[src/rtl/ppt_pkg.sv]
// Package: register map, field layout, reset values and phase type of the parallel port
package ppt_pkg;
    // ------------------------------------------------------------
    // Register byte offsets
    // ------------------------------------------------------------
    localparam logic [7:0] OFS_MODE = 8'h00;
    localparam logic [7:0] OFS_TARGET = 8'h04;
    localparam logic [7:0] OFS_PIN_EN = 8'h08;
    localparam logic [7:0] OFS_STATUS = 8'h0C;
    localparam logic [7:0] OFS_OUT_BUF = 8'h10;
    localparam logic [7:0] OFS_IN_BUF = 8'h14;
    localparam logic [7:0] OFS_MWRITE = 8'h18;
    localparam logic [7:0] OFS_MREAD = 8'h1C;
    // ------------------------------------------------------------
    // Mode register fields
    // ------------------------------------------------------------
    localparam int HOLD_LSB = 0;
    localparam int WIDTH_LSB = 2;
    localparam int SETUP_LSB = 6;
    localparam int PMODE_LSB = 8;
    localparam int STEP_LSB = 11;
    localparam int BUSY_BIT = 15;
    localparam int MUX_LSB = 16;
    // ------------------------------------------------------------
    // Target, pin enable and status fields
    // ------------------------------------------------------------
    localparam int LOC_W = 11;
    localparam int CS1_BIT = 14;
    localparam int STEP_LO = 2;
    localparam int ALL_FULL_BIT = 15;
    localparam int OVF_BIT = 14;
    localparam int IN_FULL_LSB = 8;
    localparam int ALL_EMPTY_BIT = 7;
    localparam int UNF_BIT = 6;
    localparam int OUT_EMPTY_LSB = 0;
    // ------------------------------------------------------------
    // Codes and reset values
    // ------------------------------------------------------------
    localparam logic [1:0] STEP_INC = 2'h1;
    localparam logic [1:0] STEP_DEC = 2'h2;
    localparam logic [1:0] MUX_SEPARATE = 2'h0;
    localparam logic [3:0] WIDTH_MIN = 4'h0;
    localparam logic [1:0] RST_WAIT = 2'h0;
    localparam logic [3:0] RST_IN_FULL = 4'h0;
    localparam logic [3:0] RST_OUT_EMPTY = 4'hF;
    localparam logic [1:0] RESP_OKAY = 2'h0;
    localparam logic [1:0] RESP_SLVERR = 2'h2;
    localparam int TPB_NS = 10;
    localparam int CLK_NS = 10;
    localparam int TPB_CYCLES = (TPB_NS + CLK_NS - 1) / CLK_NS;

    typedef enum logic [2:0] {
        PPT_IDLE,
        PPT_ADDR,
        PPT_SETUP,
        PPT_STROBE,
        PPT_HOLD
    } ppt_phase_t;
endpackage

[src/rtl/ppt_strobe_seq.sv]
// Strobe sequencer: address, setup, strobe and hold phases of one master cycle
module ppt_strobe_seq (
    input wire logic i_clk,
    input wire logic i_rst,
    input wire logic i_start,
    input wire logic i_write,
    input wire logic i_mux_on,
    input wire logic [1:0] i_setup,
    input wire logic [3:0] i_width,
    input wire logic [1:0] i_hold,
    output ppt_pkg::ppt_phase_t o_phase,
    output logic o_strobe_last,
    output logic o_done
);
    // ------------------------------------------------------------
    // State
    // ------------------------------------------------------------
    typedef struct packed {
        ppt_pkg::ppt_phase_t phase;
        logic [3:0] cnt;
        logic wr;
        logic [1:0] setup;
        logic [3:0] width;
        logic [1:0] hold;
    } ppt_seq_t;

    ppt_seq_t st;
    ppt_seq_t next_st;

    if (ppt_pkg::TPB_CYCLES != 1) begin
        $error("Bus cycle must equal one clock");
    end

    // Setup in cycles minus one, hold in cycles; short strobe forces setup 1 and hold 1 or 0
    function automatic logic [3:0] setup_len(input logic [1:0] code, input logic [3:0] w);
        setup_len = (w == ppt_pkg::WIDTH_MIN) ? 4'h0 : {2'h0, code};
    endfunction

    function automatic logic [2:0] hold_len(input logic [1:0] code, input logic [3:0] w,
                                            input logic wr);
        if (w == ppt_pkg::WIDTH_MIN) begin
            hold_len = wr ? 3'h1 : 3'h0;
        end else begin
            hold_len = wr ? {1'b0, code} + 3'h1 : {1'b0, code};
        end
    endfunction

    assign o_phase = st.phase;
    assign o_strobe_last = (st.phase == ppt_pkg::PPT_STROBE) && (st.cnt == 4'h0);
    assign o_done = (st.phase == ppt_pkg::PPT_HOLD) && (st.cnt == 4'h1)
        || o_strobe_last && (hold_len(st.hold, st.width, st.wr) == 3'h0);

    always_comb begin
        next_st = st;
        unique case (st.phase)
            ppt_pkg::PPT_IDLE: begin
                if (i_start) begin
                    next_st.wr = i_write;
                    next_st.setup = i_setup;
                    next_st.width = i_width;
                    next_st.hold = i_hold;
                    next_st.cnt = setup_len(i_setup, i_width);
                    next_st.phase = i_mux_on ? ppt_pkg::PPT_ADDR : ppt_pkg::PPT_SETUP;
                end
            end
            ppt_pkg::PPT_ADDR: begin
                if (st.cnt == 4'h0) begin
                    next_st.cnt = setup_len(st.setup, st.width);
                    next_st.phase = ppt_pkg::PPT_SETUP;
                end else begin
                    next_st.cnt = st.cnt - 4'h1;
                end
            end
            ppt_pkg::PPT_SETUP: begin
                if (st.cnt == 4'h0) begin
                    next_st.cnt = st.width;
                    next_st.phase = ppt_pkg::PPT_STROBE;
                end else begin
                    next_st.cnt = st.cnt - 4'h1;
                end
            end
            ppt_pkg::PPT_STROBE: begin
                if (st.cnt == 4'h0) begin
                    next_st.cnt = {1'b0, hold_len(st.hold, st.width, st.wr)};
                    next_st.phase = (hold_len(st.hold, st.width, st.wr) == 3'h0)
                        ? ppt_pkg::PPT_IDLE : ppt_pkg::PPT_HOLD;
                end else begin
                    next_st.cnt = st.cnt - 4'h1;
                end
            end
            ppt_pkg::PPT_HOLD: begin
                next_st.cnt = st.cnt - 4'h1;
                if (st.cnt == 4'h1) begin
                    next_st.phase = ppt_pkg::PPT_IDLE;
                end
            end
            default: next_st.phase = ppt_pkg::PPT_IDLE;
        endcase
    end

    always_ff @(posedge i_clk or posedge i_rst) begin
        if (i_rst) begin
            st <= '0;
        end else begin
            st <= next_st;
        end
    end
endmodule

[src/rtl/ppt_port.sv]
// Parallel port registers, pin functions, slave buffers and master cycles
// ------------------------------------------------------------
// Top level
// ------------------------------------------------------------
//
// Design decisions made here: the register offsets and the AXI4-Lite interface to the registers.
module ppt_port #(
    parameter int NUM_BUF = 4
) (
    input wire logic i_clk,
    input wire logic i_rst,
    input wire logic [7:0] i_s_axi_awaddr,
    input wire logic i_s_axi_awvalid,
    output logic o_s_axi_awready,
    input wire logic [31:0] i_s_axi_wdata,
    input wire logic [3:0] i_s_axi_wstrb,
    input wire logic i_s_axi_wvalid,
    output logic o_s_axi_wready,
    output logic [1:0] o_s_axi_bresp,
    output logic o_s_axi_bvalid,
    input wire logic i_s_axi_bready,
    input wire logic [7:0] i_s_axi_araddr,
    input wire logic i_s_axi_arvalid,
    output logic o_s_axi_arready,
    output logic [31:0] o_s_axi_rdata,
    output logic [1:0] o_s_axi_rresp,
    output logic o_s_axi_rvalid,
    input wire logic i_s_axi_rready,
    input wire logic i_host_wr,
    input wire logic i_host_rd,
    input wire logic [1:0] i_host_sel,
    input wire logic [7:0] i_host_wdata,
    output logic [7:0] o_host_rdata,
    input wire logic [7:0] i_port_data_pins,
    output logic [7:0] o_port_data_pins,
    output logic o_port_data_pins_oe,
    output logic [10:0] o_location_pins,
    output logic [10:0] o_location_pin_function_enable,
    output logic o_chip_select_one_pin,
    output logic o_select_pin_function_enable,
    output logic o_read_strobe,
    output logic o_write_strobe
);
    if (NUM_BUF != 4) begin
        $error("Status layout serves exactly four buffers");
    end

    // ------------------------------------------------------------
    // State
    // ------------------------------------------------------------
    typedef struct packed {
        logic aw_got;
        logic w_got;
        logic [7:0] aw_addr;
        logic [31:0] wdata;
        logic [3:0] wstrb;
        logic bvalid;
        logic [1:0] bresp;
        logic rvalid;
        logic [1:0] rresp;
        logic [31:0] rdata;
        logic [1:0] strobe_hold_wait;
        logic [3:0] strobe_width_wait;
        logic [1:0] strobe_setup_wait;
        logic [1:0] port_mode;
        logic [1:0] step_mode;
        logic [1:0] location_multiplex_select;
        logic [10:0] location;
        logic chip_select_one_active;
        logic [10:0] location_pin_function_enable;
        logic select_pin_function_enable;
        logic [NUM_BUF-1:0][7:0] in_buf;
        logic [NUM_BUF-1:0] input_buffer_n_full;
        logic input_overflow;
        logic [NUM_BUF-1:0][7:0] out_buf;
        logic [NUM_BUF-1:0] output_buffer_n_empty;
        logic output_underflow;
        logic [7:0] host_rdata;
        logic cyc_write;
        logic [7:0] mwdata;
        logic [7:0] mrdata;
    } ppt_state_t;

    ppt_state_t st;
    ppt_state_t next_st;
    ppt_pkg::ppt_phase_t phase;
    logic strobe_last;
    logic cyc_done;
    logic start;
    logic start_write;
    logic slave_mode;
    logic busy;
    logic mux_on;

    assign slave_mode = ~st.port_mode[1];
    assign busy = (phase != ppt_pkg::PPT_IDLE);
    assign mux_on = (st.location_multiplex_select != ppt_pkg::MUX_SEPARATE);

    function automatic logic mapped(input logic [7:0] a);
        mapped = (a[1:0] == 2'h0) && (a <= ppt_pkg::OFS_MREAD);
    endfunction

    ppt_strobe_seq u_seq (
        .i_clk(i_clk),
        .i_rst(i_rst),
        .i_start(start),
        .i_write(start_write),
        .i_mux_on(mux_on),
        .i_setup(st.strobe_setup_wait),
        .i_width(st.strobe_width_wait),
        .i_hold(st.strobe_hold_wait),
        .o_phase(phase),
        .o_strobe_last(strobe_last),
        .o_done(cyc_done)
    );

    // ------------------------------------------------------------
    // Bus handshakes and pins
    // ------------------------------------------------------------
    assign o_s_axi_awready = ~st.aw_got & ~st.bvalid;
    assign o_s_axi_wready = ~st.w_got & ~st.bvalid;
    assign o_s_axi_bvalid = st.bvalid;
    assign o_s_axi_bresp = st.bresp;
    assign o_s_axi_arready = ~st.rvalid;
    assign o_s_axi_rvalid = st.rvalid;
    assign o_s_axi_rresp = st.rresp;
    assign o_s_axi_rdata = st.rdata;
    assign o_host_rdata = st.host_rdata;

    assign o_chip_select_one_pin = st.chip_select_one_active;
    assign o_select_pin_function_enable = st.select_pin_function_enable;
    assign o_location_pin_function_enable = st.location_pin_function_enable;
    assign o_read_strobe = (phase == ppt_pkg::PPT_STROBE) & ~st.cyc_write;
    assign o_write_strobe = (phase == ppt_pkg::PPT_STROBE) & st.cyc_write;
    // Multiplexed address phase puts low location byte on data pins
    assign o_port_data_pins = (phase == ppt_pkg::PPT_ADDR) ? st.location[7:0] : st.mwdata;
    assign o_port_data_pins_oe = (phase == ppt_pkg::PPT_ADDR) | (busy & st.cyc_write);

    always_comb begin
        o_location_pins = st.location;
        if (mux_on) begin
            // Pad 0 becomes a latch strobe, pad 1 too when select bit 1 is set; held for the address phase
            o_location_pins[0] = (phase == ppt_pkg::PPT_ADDR);
            o_location_pins[1] = (phase == ppt_pkg::PPT_ADDR) & st.location_multiplex_select[1];
        end
    end

    // ------------------------------------------------------------
    // Next state
    // ------------------------------------------------------------
    always_comb begin
        logic [7:0] wa;
        logic [9:0] stepv;
        logic [31:0] rd;
        next_st = st;
        wa = st.aw_addr;
        stepv = 10'h0;
        rd = 32'h0;
        start = 1'b0;
        start_write = 1'b0;

        if (i_s_axi_awvalid && o_s_axi_awready) begin
            next_st.aw_got = 1'b1;
            next_st.aw_addr = i_s_axi_awaddr;
        end
        if (i_s_axi_wvalid && o_s_axi_wready) begin
            next_st.w_got = 1'b1;
            next_st.wdata = i_s_axi_wdata;
            next_st.wstrb = i_s_axi_wstrb;
        end
        if (st.bvalid && i_s_axi_bready) begin
            next_st.bvalid = 1'b0;
        end
        if (st.rvalid && i_s_axi_rready) begin
            next_st.rvalid = 1'b0;
        end

        // Last strobe cycle: capture read data; master cycle end: step location
        if (strobe_last && !st.cyc_write) begin
            next_st.mrdata = i_port_data_pins;
        end
        if (cyc_done && (st.step_mode == ppt_pkg::STEP_INC
                         || st.step_mode == ppt_pkg::STEP_DEC)) begin
            stepv = {st.chip_select_one_active, st.location[10:ppt_pkg::STEP_LO]};
            stepv = (st.step_mode == ppt_pkg::STEP_INC) ? stepv + 10'h1 : stepv - 10'h1;
            next_st.location[10:ppt_pkg::STEP_LO] = stepv[8:0];
            if (!st.select_pin_function_enable) begin
                next_st.chip_select_one_active = stepv[9];
            end
        end

        // Register write once address and data are both held
        if (st.aw_got && st.w_got) begin
            next_st.aw_got = 1'b0;
            next_st.w_got = 1'b0;
            next_st.bvalid = 1'b1;
            next_st.bresp = mapped(wa) ? ppt_pkg::RESP_OKAY : ppt_pkg::RESP_SLVERR;
            unique case (wa)
                ppt_pkg::OFS_MODE: begin
                    if (st.wstrb[0]) begin
                        next_st.strobe_hold_wait = st.wdata[ppt_pkg::HOLD_LSB +: 2];
                        next_st.strobe_width_wait = st.wdata[ppt_pkg::WIDTH_LSB +: 4];
                        next_st.strobe_setup_wait = st.wdata[ppt_pkg::SETUP_LSB +: 2];
                    end
                    if (st.wstrb[1]) begin
                        next_st.port_mode = st.wdata[ppt_pkg::PMODE_LSB +: 2];
                        next_st.step_mode = st.wdata[ppt_pkg::STEP_LSB +: 2];
                    end
                    if (st.wstrb[2]) begin
                        next_st.location_multiplex_select = st.wdata[ppt_pkg::MUX_LSB +: 2];
                    end
                end
                ppt_pkg::OFS_TARGET: begin
                    if (st.wstrb[0]) begin
                        next_st.location[7:0] = st.wdata[7:0];
                    end
                    if (st.wstrb[1]) begin
                        next_st.location[10:8] = st.wdata[10:8];
                        next_st.chip_select_one_active = st.wdata[ppt_pkg::CS1_BIT];
                    end
                end
                ppt_pkg::OFS_PIN_EN: begin
                    if (st.wstrb[0]) begin
                        next_st.location_pin_function_enable[7:0] = st.wdata[7:0];
                    end
                    if (st.wstrb[1]) begin
                        next_st.location_pin_function_enable[10:8] = st.wdata[10:8];
                        next_st.select_pin_function_enable = st.wdata[ppt_pkg::CS1_BIT];
                    end
                end
                ppt_pkg::OFS_STATUS: begin
                    // Only a written zero clears; a host event later this cycle still sets
                    if (st.wstrb[1] && !st.wdata[ppt_pkg::OVF_BIT]) begin
                        next_st.input_overflow = 1'b0;
                    end
                    if (st.wstrb[0] && !st.wdata[ppt_pkg::UNF_BIT]) begin
                        next_st.output_underflow = 1'b0;
                    end
                end
                ppt_pkg::OFS_OUT_BUF: begin
                    for (int i = 0; i < NUM_BUF; i++) begin
                        if (st.wstrb[i]) begin
                            next_st.out_buf[i] = st.wdata[8*i +: 8];
                            next_st.output_buffer_n_empty[i] = 1'b0;
                        end
                    end
                end
                ppt_pkg::OFS_MWRITE, ppt_pkg::OFS_MREAD: begin
                    // Ignored unless a master mode is idle
                    if (!slave_mode && !busy) begin
                        start = 1'b1;
                        start_write = (wa == ppt_pkg::OFS_MWRITE);
                        next_st.cyc_write = start_write;
                        if (start_write) begin
                            next_st.mwdata = st.wdata[7:0];
                        end
                    end
                end
                default: ;
            endcase
        end

        // Register read
        if (i_s_axi_arvalid && o_s_axi_arready) begin
            next_st.rvalid = 1'b1;
            next_st.rresp = mapped(i_s_axi_araddr) ? ppt_pkg::RESP_OKAY : ppt_pkg::RESP_SLVERR;
            unique case (i_s_axi_araddr)
                ppt_pkg::OFS_MODE: begin
                    rd[ppt_pkg::HOLD_LSB +: 2] = st.strobe_hold_wait;
                    rd[ppt_pkg::WIDTH_LSB +: 4] = st.strobe_width_wait;
                    rd[ppt_pkg::SETUP_LSB +: 2] = st.strobe_setup_wait;
                    rd[ppt_pkg::PMODE_LSB +: 2] = st.port_mode;
                    rd[ppt_pkg::STEP_LSB +: 2] = st.step_mode;
                    rd[ppt_pkg::BUSY_BIT] = busy;
                    rd[ppt_pkg::MUX_LSB +: 2] = st.location_multiplex_select;
                end
                ppt_pkg::OFS_TARGET: begin
                    rd[10:0] = st.location;
                    rd[ppt_pkg::CS1_BIT] = st.chip_select_one_active;
                end
                ppt_pkg::OFS_PIN_EN: begin
                    rd[10:0] = st.location_pin_function_enable;
                    rd[ppt_pkg::CS1_BIT] = st.select_pin_function_enable;
                end
                ppt_pkg::OFS_STATUS: begin
                    rd[ppt_pkg::ALL_FULL_BIT] = &st.input_buffer_n_full;
                    rd[ppt_pkg::OVF_BIT] = st.input_overflow;
                    rd[ppt_pkg::IN_FULL_LSB +: 4] = st.input_buffer_n_full;
                    rd[ppt_pkg::ALL_EMPTY_BIT] = &st.output_buffer_n_empty;
                    rd[ppt_pkg::UNF_BIT] = st.output_underflow;
                    rd[ppt_pkg::OUT_EMPTY_LSB +: 4] = st.output_buffer_n_empty;
                end
                ppt_pkg::OFS_OUT_BUF: rd = st.out_buf;
                ppt_pkg::OFS_IN_BUF: begin
                    rd = st.in_buf;
                    next_st.input_buffer_n_full = '0;
                end
                ppt_pkg::OFS_MWRITE: rd[7:0] = st.mwdata;
                ppt_pkg::OFS_MREAD: rd[7:0] = st.mrdata;
                default: rd = 32'h0;
            endcase
            next_st.rdata = rd;
        end

        // Host side, slave modes only; sets win over software clears
        if (slave_mode && i_host_wr) begin
            if (st.input_buffer_n_full[i_host_sel]) begin
                next_st.input_overflow = 1'b1;
            end else begin
                next_st.in_buf[i_host_sel] = i_host_wdata;
                next_st.input_buffer_n_full[i_host_sel] = 1'b1;
            end
        end
        if (slave_mode && i_host_rd) begin
            if (st.output_buffer_n_empty[i_host_sel]) begin
                next_st.output_underflow = 1'b1;
            end else begin
                next_st.host_rdata = st.out_buf[i_host_sel];
                next_st.output_buffer_n_empty[i_host_sel] = 1'b1;
            end
        end
    end

    always_ff @(posedge i_clk or posedge i_rst) begin
        if (i_rst) begin
            st <= '0;
            st.strobe_hold_wait <= ppt_pkg::RST_WAIT;
            st.strobe_setup_wait <= ppt_pkg::RST_WAIT;
            st.input_buffer_n_full <= ppt_pkg::RST_IN_FULL;
            st.output_buffer_n_empty <= ppt_pkg::RST_OUT_EMPTY;
        end else begin
            st <= next_st;
        end
    end
endmodule

[config.mk]
export PLATFORM = sky130hd
export DESIGN_NAME = ppt_port
export DESIGN_NICKNAME = d
export VERILOG_FILES = /design/src/rtl/ppt_pkg.sv /design/src/rtl/ppt_strobe_seq.sv /design/src/rtl/ppt_port.sv
export SDC_FILE = /design/constraint.sdc
export NUM_CORES = 1
export LEC_CHECK = 0
export BUFFER_PORTS_ARGS = -buffer_cell sky130_fd_sc_hd__buf_4
export CAP_MARGIN = 20
export CELL_PAD_IN_SITES_DETAIL_PLACEMENT = 1
export CELL_PAD_IN_SITES_GLOBAL_PLACEMENT = 1
export CORE_MARGIN = 5
export CORE_UTILIZATION = 45
export CTS_BUF_LIST = sky130_fd_sc_hd__clkbuf_2
export CTS_CLUSTER_SIZE = 28
export DETAILED_ROUTE_END_ITERATION = 10
export PLACE_DENSITY = 0.75
export SLEW_MARGIN = 30
export SYNTH_ARGS = -nofsm -noshare
export SYNTH_HDL_FRONTEND = slang
export SYNTH_SLANG_ARGS = --single-unit
[constraint.sdc]
create_clock -name i_clk -period 22.5 [get_ports i_clk]
set_clock_uncertainty 0.2 [all_clocks]
set_input_delay 2.25 -clock i_clk [delete_from_list [all_inputs] [get_ports i_clk]]
set_output_delay 2.25 -clock i_clk [all_outputs]
set_load 0.03 [all_outputs]
==> metrics.txt <==
status=finished, final reports clean; setup TNS=0 ns; Setup Fix Bufs, Post-CTS=0; H-tree depth=2; All-Layer GR Usage=23.5%; first-pass GRT wire length=53.0 mm; final slew viol count=0; Fin Hold WS=0.286 ns; unrepaired setup endpoints after global routing=false; crit path to=o_port_data_pins[5]; antenna violations before repair=1; io pins=163; Yosys reg bits=235; Site Rows=58; DRC errors left=0; Tmin final=5.30 ns; Yosys cell types=73; WP data arrival=2.85 ns; dpl hpwl=25.5 mm; CTS tree=done; Chip Width=171 um; maximum vdd drop=0.0718 mV; R2R Path End=o_chip_select_one_pin; relative slew slack=39.5%; critical path endpoint category=output port; per-cell routed wire length=23.2 um; CP Launch Type=flip-flop; Post-Synthesis Cells=978; Hold Vio Cnt, Final=0; Net count, final=1189; largest net degree at the start of global routing=93; Die Y=171 um; Avg Cell Area, Syn=11.9 um^2; critical path type=flip-flop to output port; P per Cell Area=103 nW/um^2; Via density=5.72; Max Fclk=189 MHz; Lkg Pwr=6.18 nW; vias in the first global route=8941; synth warn=0; First-pass DRT Iterations=5; Clock Latency Late Sink=0.86 ns; core area=25300 um^2; Post-synth EDFFs=0; CP required=20.05 ns; overall power=1.35 mW; Worst Setup SP=u_seq.o_phase[0]; sequential fraction of the synthesis area=50.6%; # clock sinks=235; worst r2r path cells=10; # resized after CTS=0; routability cong.=0.870; PortBufs=160; type of the worst min-delay path=flip-flop to flip-flop; # hold bufs at CTS=0; Layout area overhead=13.0%; R2R Path Start=st[126]; Final period util=23.5%; Synth Flop Type=dfrtp_1; max cap viols=0; Clock Tree Root=clkbuf_2; DRT antenna net count=0; Initial Utilization=45.9%; die footprint=29200 um^2; flop2flop setup slack=19.44 ns; WL final=34.0 mm; CTS Buffer Depth=3; via count=8365; Slew @ Worst Pin=0.905 ns; asr flop ratio synth=100%; GR Overflow Total=0; Max FO, Critical Path=13; mapped cell area=11600 um^2; Setup-failing EPs final=0; clk slew on worst S/H paths=0.09 ns; share of cells above drive strength 1=41.5%; 1st-iter DRT viols=559; cts bufs inserted=58
state kept, by name, indices dropped and copies added (netlist names):
register / cells
o_s_axi_bvalid: 1
o_location_pins: 9
o_location_pin_function_enable: 11
o_host_rdata: 8
st: 153
u_seq.o_phase: 3
o_s_axi_rvalid: 1
o_s_axi_rdata: 32
o_chip_select_one_pin: 1
o_s_axi_rresp: 1
o_select_pin_function_enable: 1
u_seq.st: 13
o_s_axi_bresp: 1
worst max-delay path: stages (launching register included):
cell,delay (ns)
dfrtp_1,0.58
nor3b_2,0.65
buf_4,0.29
mux2_2,0.35
buf_4,0.17
cells in the final DEF (no fill, tap or decap), drive strengths merged, types with 4 or more instances in the layout:
master,instances
a22o,8
nand3,17
inv,18
and3,6
nand2b,6
o211ai,6
nand3b,4
o22ai,6
nand4,4
buf,168
nor3b,6
xor2,4
dfstp,4
nand2,86
a211oi,4
nor2b,4
o21ai,38
nor2,52
ha,13
mux2i,22
a21o,7
nor3,10
clkinv,8
a31oi,9
mux2,177
clkbuf,85
a21oi,25
nor4b,4
a221oi,7
dfrtp,231
a22oi,22
xnor2,8
and2,8
mux4,13
worst min-delay path by stage:
stage	endpoint	cells past startpoint	slack, ns	startpoint
floorplan	u_seq.st[6]	2	0.25	u_seq.st[6]
global placement	u_seq.st[6]	2	0.27	u_seq.st[6]
detailed placement	u_seq.st[6]	2	0.27	u_seq.st[6]
CTS	o_s_axi_rdata[26]	2	0.29	o_s_axi_rdata[26]
global route	o_s_axi_rdata[28]	2	0.31	o_s_axi_rdata[28]
finish	o_s_axi_rdata[28]	2	0.29	o_s_axi_rdata[28]
synthesized netlist by cell type (7+ instances only):
| master | n | area, um^2 |
|---|---|---|
| nand2_1 | 86 | 323 |
| inv_1 | 17 | 63.8 |
| dfrtp_1 | 231 | 5780 |
| clkbuf_1 | 29 | 109 |
| a22oi_1 | 22 | 165 |
| buf_2 | 15 | 75.1 |
| a21oi_1 | 24 | 120 |
| o21ai_0 | 38 | 190 |
| mux2i_1 | 22 | 220 |
| a31oi_1 | 9 | 56.3 |
| a21o_1 | 7 | 52.6 |
| a221oi_1 | 7 | 61.3 |
| mux4_2 | 13 | 293 |
| mux2_2 | 176 | 1980 |
| a22o_1 | 8 | 70.1 |
| ha_1 | 13 | 163 |
| and2_1 | 7 | 43.8 |
| nor3_1 | 7 | 35.0 |
| nor2_1 | 51 | 191 |
| buf_4 | 65 | 488 |
| xnor2_1 | 8 | 70.1 |
| nand3_1 | 17 | 85.1 |
power by group:
part / internal (mW) / switching (mW) / total, mW
registers: 0.534 / 0.137 / 0.672
logic: 0.204 / 0.206 / 0.410
clock network: 0.0990 / 0.169 / 0.268
total: 0.837 / 0.512 / 1.35
layout make-up:
| class | instances | area, um^2 |
|---|---|---|
| Antenna cell | 1 | 2.50 |
| Fill cell | 2721 | 12200 |
| Multi-Input combinational cell | 616 | 5040 |
| Sequential cell | 235 | 5890 |
| Tap cell | 330 | 413 |
| Timing Repair Buffer | 168 | 1270 |
| Clock buffer | 85 | 425 |
| Inverter | 17 | 71.3 |
| Clock inverter | 10 | 42.5 |
layer usage:
metal  wire [um]  track usage, %
met4         801            6.81
met1       15200            33.8
met5           0               0
met3        2000            4.23
met2       15900            36.9
metrics by stage:
| step | instances | util [%] | cell area (um^2) | worst slack [ns] |
|---|---|---|---|---|
| after global routing | 1462 | 51.9 | 13100 | 16.99 |
| final | 1462 | 51.9 | 13100 | 17.20 |
| after global placement | 1366 | 49.9 | 12600 | 17.85 |
| after floorplan | 979 | - | 11600 | 13.61 |
| after detailed placement | 1366 | 50.0 | 12700 | 17.66 |
| after CTS | 1461 | 51.9 | 13100 | 17.11 |
cell families after synthesis:
family                   count (synthesis)  share of synthesized area [%]
buffers and inverters                  128                           6.45
AO/OA/AOI/OAI                          157                           9.24
adder cells (fa/ha/maj)                 14                           1.57
XOR/XNOR                                12                          0.904
flip-flops                             235                           50.6
multiplexers                           212                           21.6
AND/OR/NAND/NOR                        219                           9.62
other                                    1                         0.0322
Power figures use the tool's default switching activity.
